$ cat src/afmt_regs.svh
`ifndef AFMT_REGS_SVH
`define AFMT_REGS_SVH

// ****************************************************************
// Widths and reset values.
// ****************************************************************
`define AFMT_CODE_W 3
`define AFMT_CODE_RST 3'h0
`define AFMT_PHASE_EVEN 1'b0
`define AFMT_PHASE_ODD 1'b1

`endif

$ cat src/afmt_pkg.sv
`include "afmt_regs.svh"

package afmt_pkg;
  typedef logic [`AFMT_CODE_W-1:0] afmt_code_t;
endpackage

$ cat src/afmt_output_formatter.sv
`timescale 1ns/1ps
`default_nettype none
`include "afmt_regs.svh"

// Functional notes
// RULE1 - Over-range flag goes high when the sample is above top or below bottom tap.
// RULE2 - Over-range flag clears on the next in-range sample; it is never sticky.
// RULE3 - Asserted inhibit forces all core data to zero.
// RULE4 - Inhibit zeroing happens before the modulation stage and the demultiplexer.
// RULE5 - The far side holds inhibit deasserted for normal conversion.
// RULE6 - Modulation applies to all core outputs before the demultiplexer.
// RULE7 - The modulation input is resampled by the full-rate clock before use.
// RULE8 - Retimed modulation low inverts the outputs; high passes them unchanged.
// RULE9 - A square-wave modulation source runs at the clock over a power of two.
// RULE10 - Lane order depends on the modulation sampling phase; either lane may lead.
// RULE11 - The far side tunes a delay to keep modulation edges off clock edges; the model uses fixed edges midway between sample edges instead.
// RULE12 - Inhibit with modulation running yields a known alignment pattern.
// RULE13 - Receiver reads flag high with zero data as code zero.
// RULE14 - Receiver maps flag-low data onto codes one through eight.
// RULE15 - Receiver reads flag high with all data ones as code nine.
// RULE16 - Each lane carries its own differential over-range output beside its data.
// RULE17 - Samples alternate between lanes, with an aligned half-rate clock out.
module afmt_output_formatter (
  input wire logic core_clk_i,
  input wire logic sys_rst_i,
  input wire afmt_pkg::afmt_code_t core_code_i,
  input wire logic core_above_top_i,
  input wire logic core_below_bottom_i,
  input wire logic inhibit_pos_i,
  input wire logic inhibit_neg_i,
  input wire logic modulation_in_pos_i,
  input wire logic modulation_in_neg_i,
  output afmt_pkg::afmt_code_t lane_a_data_pos_o,
  output afmt_pkg::afmt_code_t lane_a_data_neg_o,
  output logic lane_a_range_pos_o,
  output logic lane_a_range_neg_o,
  output afmt_pkg::afmt_code_t lane_b_data_pos_o,
  output afmt_pkg::afmt_code_t lane_b_data_neg_o,
  output logic lane_b_range_pos_o,
  output logic lane_b_range_neg_o,
  output logic half_rate_clock_out_pos_o,
  output logic half_rate_clock_out_neg_o
);
  import afmt_pkg::*;

  // ****************************************************************
  // Pin synchronisers.
  // ****************************************************************
  logic inh_meta_r;
  logic inh_sync_r;
  logic mod_meta_r;
  logic mod_sync_r;
  logic mod_last_r;
  logic inh_raw;
  logic mod_raw;

  // A differential pin counts as high only with the legs apart in the right sense.
  assign inh_raw = inhibit_pos_i & ~inhibit_neg_i;
  assign mod_raw = modulation_in_pos_i & ~modulation_in_neg_i;

  always_ff @(posedge core_clk_i) begin
    if (sys_rst_i) begin
      inh_meta_r <= 1'b0;
      inh_sync_r <= 1'b0;
    end else begin
      inh_meta_r <= inh_raw;
      inh_sync_r <= inh_meta_r;
    end
  end

  always_ff @(posedge core_clk_i) begin
    if (sys_rst_i) begin
      mod_meta_r <= 1'b1;
      mod_sync_r <= 1'b1;
      mod_last_r <= 1'b1;
    end else begin
      mod_meta_r <= mod_raw;
      mod_sync_r <= mod_meta_r; // RULE7
      mod_last_r <= mod_sync_r;
    end
  end

  // ****************************************************************
  // Core stage: range flag and inhibit.
  // ****************************************************************
  afmt_code_t core_code_r;
  logic core_ovr_r;

  always_ff @(posedge core_clk_i) begin
    if (sys_rst_i) begin
      core_code_r <= `AFMT_CODE_RST;
      core_ovr_r <= 1'b0;
    end else if (inh_sync_r) begin
      core_code_r <= `AFMT_CODE_RST; // RULE3 RULE4
      core_ovr_r <= 1'b0;
    end else begin
      core_code_r <= core_code_i;
      // Recomputed every sample, so an in-range sample clears it at once.
      core_ovr_r <= core_above_top_i | core_below_bottom_i; // RULE1 RULE2
    end
  end

  // ****************************************************************
  // Modulation stage, ahead of the demultiplexer.
  // ****************************************************************
  afmt_code_t mix_code_r;
  logic mix_ovr_r;

  always_ff @(posedge core_clk_i) begin
    if (sys_rst_i) begin
      mix_code_r <= `AFMT_CODE_RST;
      mix_ovr_r <= 1'b0;
    end else begin
      mix_code_r <= core_code_r ^ {`AFMT_CODE_W{~mod_sync_r}}; // RULE6 RULE8
      mix_ovr_r <= core_ovr_r ^ ~mod_sync_r; // RULE6 RULE8 RULE12
    end
  end

  // ****************************************************************
  // Demultiplexer and half-rate clock.
  // ****************************************************************
  logic phase_r;
  afmt_code_t hold_code_r;
  logic hold_ovr_r;
  logic mod_rise;

  assign mod_rise = mod_sync_r & ~mod_last_r;

  // The phase realigns to each retimed modulation rise, so which lane leads depends
  // on the clock edge at which the modulation is caught. Receivers must resolve order.
  always_ff @(posedge core_clk_i) begin
    if (sys_rst_i) begin
      phase_r <= `AFMT_PHASE_EVEN;
    end else if (mod_rise) begin
      phase_r <= `AFMT_PHASE_EVEN; // RULE10
    end else begin
      phase_r <= ~phase_r; // RULE17
    end
  end

  always_ff @(posedge core_clk_i) begin
    if (sys_rst_i) begin
      hold_code_r <= `AFMT_CODE_RST;
      hold_ovr_r <= 1'b0;
    end else if (phase_r == `AFMT_PHASE_EVEN) begin
      hold_code_r <= mix_code_r;
      hold_ovr_r <= mix_ovr_r;
    end
  end

  always_ff @(posedge core_clk_i) begin
    if (sys_rst_i) begin
      lane_a_data_pos_o <= `AFMT_CODE_RST;
      lane_a_data_neg_o <= ~`AFMT_CODE_RST;
      lane_a_range_pos_o <= 1'b0;
      lane_a_range_neg_o <= 1'b1;
      lane_b_data_pos_o <= `AFMT_CODE_RST;
      lane_b_data_neg_o <= ~`AFMT_CODE_RST;
      lane_b_range_pos_o <= 1'b0;
      lane_b_range_neg_o <= 1'b1;
    end else if (phase_r == `AFMT_PHASE_ODD) begin
      lane_a_data_pos_o <= hold_code_r; // RULE17
      lane_a_data_neg_o <= ~hold_code_r;
      lane_a_range_pos_o <= hold_ovr_r; // RULE16
      lane_a_range_neg_o <= ~hold_ovr_r;
      lane_b_data_pos_o <= mix_code_r; // RULE17
      lane_b_data_neg_o <= ~mix_code_r;
      lane_b_range_pos_o <= mix_ovr_r; // RULE16
      lane_b_range_neg_o <= ~mix_ovr_r;
    end
  end

  // The clock rises with each lane update, giving one period per sample pair.
  always_ff @(posedge core_clk_i) begin
    if (sys_rst_i) begin
      half_rate_clock_out_pos_o <= 1'b0;
      half_rate_clock_out_neg_o <= 1'b1;
    end else begin
      half_rate_clock_out_pos_o <= phase_r; // RULE17
      half_rate_clock_out_neg_o <= ~phase_r;
    end
  end
endmodule

`default_nettype wire

$ cat config.mk
export PLATFORM = sky130hd
export DESIGN_NAME = afmt_output_formatter
export DESIGN_NICKNAME = d
export VERILOG_FILES = /design/src/afmt_pkg.sv /design/src/afmt_output_formatter.sv
export VERILOG_INCLUDE_DIRS = /design/src
export SDC_FILE = /design/constraint.sdc
export NUM_CORES = 1
export LEC_CHECK = 0
export BUFFER_PORTS_ARGS = -buffer_cell sky130_fd_sc_hd__buf_2
export CAP_MARGIN = 20
export CORE_AREA = 2 2 50 52
export CTS_CLUSTER_DIAMETER = 120
export DETAILED_ROUTE_END_ITERATION = 8
export DIE_AREA = 0 0 52 54
export PLACE_DENSITY = 0.8
export REMOVE_ABC_BUFFERS = 1
export SLEW_MARGIN = 20
export SYNTH_ARGS = -nofsm -noshare
export SYNTH_HDL_FRONTEND = slang
export SYNTH_SLANG_ARGS = --single-unit
$ cat constraint.sdc
create_clock -name core_clk_i -period 2.5 [get_ports core_clk_i]
set_input_delay 0.375 -clock core_clk_i [delete_from_list [all_inputs] [get_ports core_clk_i]]
set_output_delay 0.375 -clock core_clk_i [all_outputs]
set_load 0.03 [all_outputs]
After elaboration in Yosys (flattened, before gate mapping)
Index checks and enable logic that the tools add are counted.
Operators by class
  $lt $le $gt $ge: 0
  reductions and logical operators: 2
  mux-type cells: 0
  equal/unequal tests: 0
  shift operators: 0
  multiply operators: 0
  divide/modulo/power cells: 0
  add/subtract/negate cells: 0
  bitwise logic cells: 15
Operators by type and width (count)
  $not A1 Y1: 7
  $not A3 Y3: 2
  $reduce_or A2 Y1: 2
  $and A1 B1 Y1: 3
  $xor A3 B3 Y3: 1
  $or A1 B1 Y1: 1
  $xor A1 B1 Y1: 1
Word-level totals
  latch bits: 0
  output and inout bits: 18
  memories: 0
  ROM bits: 0
  word-level logic and storage cells: 39
  flip-flop bits (word level): 36
  bits in writable memories: 0
  input bits: 11

Logic depth before layout (Yosys ltp)
  word-level depth: 3
  gate-level depth with buffers: 3
  gate-level depth less buffers: 2

Worst setup path before layout
Ideal clock, no wire load.
  kind: input-to-reg
  start: in sys_rst_i
  end: reg mod_sync_r
  library setup time: 123 ps
  arrival: 797 ps
  required time: 2377 ps
  slack: 1580 ps
  buffers on the path: 1
  cell stages on the path: 2
  cells stage by stage: buf_2 -> or2_2
RTL lines
  start: declaration: line afmt_output_formatter.sv:25  | input wire logic sys_rst_i,
  end signal: assignment: line afmt_output_formatter.sv:78  | mod_sync_r <= mod_meta_r;
  end: declaration: line afmt_output_formatter.sv:52  | logic mod_sync_r;
No word-level cell between the ends.

==> flow_results.xml <==
<?xml version="1.0" encoding="UTF-8"?>
<metrics>
  <group name="sta">
    <metric name="finalMaxSlewViolations" unit="">0</metric>
    <metric name="fin_hold_viols" unit="">0</metric>
    <metric name="share_of_the_clock_period_used_by_the_worst_path" unit="">0.5347</metric>
    <metric name="worst_pin_slew" unit="ns">0.7399</metric>
    <metric name="setup_total_negative_slack" unit="ns">0</metric>
    <metric name="slew-limit-headroom" unit="">0.5061</metric>
    <metric name="timing.fmax" unit="GHz">0.7481</metric>
    <metric name="post-route-worst-setup-slack" unit="ns">1.163</metric>
    <metric name="grt_setup_unrepaired" unit="">false</metric>
    <metric name="min_period" unit="ns">1.337</metric>
    <metric name="worst_clock_skew" unit="ns">0.003546</metric>
    <metric name="endpoints_failing_setup" unit="">0</metric>
  </group>
  <group name="global_route">
    <metric name="first_global_vias" unit="">723</metric>
    <metric name="grt_start_max_net_pins" unit="">33</metric>
    <metric name="grt_first_pass_wirelength" unit="µm">2808</metric>
    <metric name="grt_usage" unit="">0.1452</metric>
    <metric name="antenna_found_initial" unit="">0</metric>
    <metric name="grt_overflow_total" unit="">0</metric>
  </group>
  <group name="setup_path">
    <metric name="path_buf_inv" unit="">0</metric>
    <metric name="worstPathMaxFanout" unit="">30</metric>
    <metric name="regToRegStartpoint" unit="">phase_r</metric>
    <metric name="rrSetupSlack" unit="ns">1.16</metric>
    <metric name="timing.critical_path.slowest_stage_cell" unit="">sky130_fd_sc_hd__dfxtp_1</metric>
    <metric name="crit_required" unit="ns">2.73</metric>
    <metric name="crit_path_cell_trace" unit="">nand2_1 &gt; a21o_1</metric>
    <metric name="critPathArrivalTime" unit="ns">1.57</metric>
    <metric name="timing.critical_path.to_type" unit="">register</metric>
    <metric name="path_delay_family" unit="">flip-flops</metric>
    <metric name="path_class" unit="">register to register</metric>
    <metric name="slowest_delay" unit="ns">0.81</metric>
    <metric name="critPathLaunchType" unit="">register</metric>
    <metric name="worstSetupStartpoint" unit="">phase_r</metric>
  </group>
  <group name="clock_network">
    <metric name="cts_setup_buffers" unit="">0</metric>
    <metric name="cts.sink_count" unit="">36</metric>
    <metric name="cts_inserted_buffers" unit="">5</metric>
    <metric name="htree_levels" unit="">2</metric>
    <metric name="cts_hold_buf" unit="">0</metric>
    <metric name="clock_insertion_delay_worst_skew" unit="ns">0.32</metric>
    <metric name="cts_tree" unit="">yes</metric>
    <metric name="root_buffer" unit="">sky130_fd_sc_hd__clkbuf_4</metric>
    <metric name="clkTransAtPathRegs" unit="ns">0.09</metric>
    <metric name="clock_path_buffers" unit="">2</metric>
    <metric name="cts_resized" unit="">0</metric>
  </group>
  <group name="placement">
    <metric name="port_buffers" unit="">28</metric>
    <metric name="place_congestion" unit="">0.5961</metric>
    <metric name="dpl-instance-area" unit="µm²">1313</metric>
    <metric name="post_dp_hpwl" unit="µm">1111</metric>
    <metric name="placement.setup.worst_slack" unit="ns">1.190</metric>
  </group>
  <group name="yosys">
    <metric name="ys_seq_area_frac" unit="">0.6141</metric>
    <metric name="synth.lib_cells_used.distinct" unit="">19</metric>
    <metric name="avgSynthCellArea" unit="µm²">10.29</metric>
    <metric name="synth-warning-count" unit="">0</metric>
    <metric name="synth_cells" unit="">114</metric>
    <metric name="synth.ff_latch_count" unit="">36</metric>
    <metric name="netlist_area" unit="µm²">1174</metric>
  </group>
  <group name="finish">
    <metric name="multi_input_comb_area" unit="µm²">402.9</metric>
    <metric name="final_common_cell" unit="">sky130_fd_sc_hd__dfxtp_1</metric>
    <metric name="antennaDiodeCount" unit="">0</metric>
    <metric name="postLayoutCellArea" unit="µm²">1371</metric>
    <metric name="flow.area_growth_from_synthesis" unit="%">16.84</metric>
    <metric name="n_fill_cell" unit="">206</metric>
    <metric name="seqCellArea" unit="µm²">720.7</metric>
    <metric name="layout_common_cells" unit="">36 x sky130_fd_sc_hd__dfxtp_1, 28 x sky130_fd_sc_hd__buf_2, 13 x sky130_fd_sc_hd__nand2b_1, 12 x sky130_fd_sc_hd__a21oi_1, 9 x sky130_fd_sc_hd__a21o_1</metric>
    <metric name="drive_gt1_frac" unit="">0.2517</metric>
    <metric name="final_net_count" unit="">153</metric>
  </group>
  <group name="detailed_routing">
    <metric name="drc_errors" unit="">0</metric>
    <metric name="drt-initial-drc-count" unit="">6</metric>
    <metric name="finalWirelength" unit="µm">1675</metric>
    <metric name="route.antenna.remaining_nets" unit="">0</metric>
    <metric name="vias" unit="">800</metric>
    <metric name="drt_pass1_iterations" unit="">4</metric>
    <metric name="routed_via_density" unit="">4.624</metric>
    <metric name="routed_wire_length_per_instance" unit="µm">9.682</metric>
  </group>
  <group name="floorplan">
    <metric name="die_h" unit="µm">54</metric>
    <metric name="i_o_pin_cnt" unit="">29</metric>
    <metric name="floorplan.initialDensity" unit="">0.5059</metric>
    <metric name="rows" unit="">18</metric>
    <metric name="chipWidth" unit="µm">52</metric>
    <metric name="core_region_area" unit="µm²">2320</metric>
    <metric name="die_area" unit="µm²">2808</metric>
  </group>
  <group name="status">
    <metric name="result_of_the_run" unit="">finished clean</metric>
  </group>
  <group name="run">
    <metric name="max_cap_violations" unit="">0</metric>
  </group>
  <group name="pwr">
    <metric name="totalPowerFinal" unit="mW">0.9985</metric>
    <metric name="power-per-cell-area" unit="nW/µm²">728.1</metric>
    <metric name="max-vdd-ir-drop" unit="mV">0.4353</metric>
    <metric name="static-leakage-power" unit="nW">0.5691</metric>
  </group>
  <group name="hold_path">
    <metric name="hold_start" unit="">inhibit_neg_i</metric>
    <metric name="holdCritPathClass" unit="">primary input to register</metric>
  </group>
</metrics>
## cell usage after synthesis (all sizes together)
cell type / n / share of area
nand2: 8 / 0.026
dfxtp: 36 / 0.61
nor2b: 1 / 0.0053
inv: 3 / 0.0096
a21oi: 12 / 0.051
nand2b: 13 / 0.069
or2: 10 / 0.053
a21o: 9 / 0.058
nor3b: 1 / 0.0064
and2: 3 / 0.016
clkbuf: 2 / 0.0064
o21a: 1 / 0.0064
nor2: 5 / 0.016
xor2: 4 / 0.030
buf: 5 / 0.027
a211oi: 1 / 0.0064
## final cells by class
type	instances	share of cell area
clock buffers	8	0.04288
inverters	3	0.008212
well taps	30	0.02737
flip-flops and latches	36	0.5255
repair buffers	28	0.1022
multi-input cells	68	0.2938
## logic make-up (layout without fill, tap and decap cells)
family | Yosys count | after routing | share of synthesized area
AOI/OAI and AO/OA | 23 | 23 | 0.1215
xor gates and xnor gates | 4 | 4 | 0.02985
buffers and inverters | 10 | 39 | 0.04265
DFF | 36 | 36 | 0.6141
and+or+nand+nor | 41 | 41 | 0.1919
## stage by stage
stage	instances	hold slack, ns	util
detailed placement	165	0.3957	0.5658
floorplan	107	0.3895	-
finish	173	0.2020	0.5912
global placement	165	0.3929	0.5658
CTS	173	0.1864	0.5912
global route	173	0.1915	0.5912
## layer usage
layer / wire, µm / GRT usage / up-vias
met3: 136 / 0.06667 / 8
met5: 0 / 0 / -
met2: 811 / 0.2468 / 30
met1: 677 / 0.1384 / 344
li1: - / - / 418
met4: 50 / 0.1053 / 0
## sequential cells by signal, indices dropped and copies added, names as in the netlist, 3 cells and up
signal,cells
lane_a_data_pos_o,3
lane_b_data_neg_o,3
core_code_r,3
lane_b_data_pos_o,3
lane_a_data_neg_o,3
mix_code_r,3
hold_code_r,3
## final timing paths
path,to,depth (start not counted)
setup / recovery,lane_a_range_neg_o,2
hold / removal,inh_meta_r,2
setup reg to reg,lane_a_range_neg_o,2
hold reg to reg,mod_sync_r,1
## report_power, final
group          total, mW  internal, mW  switching, mW
Combinational     0.0755        0.0329         0.0426
Sequential         0.618         0.599         0.0184
Clock              0.305         0.139          0.167
Power figures use the tool's default switching activity.
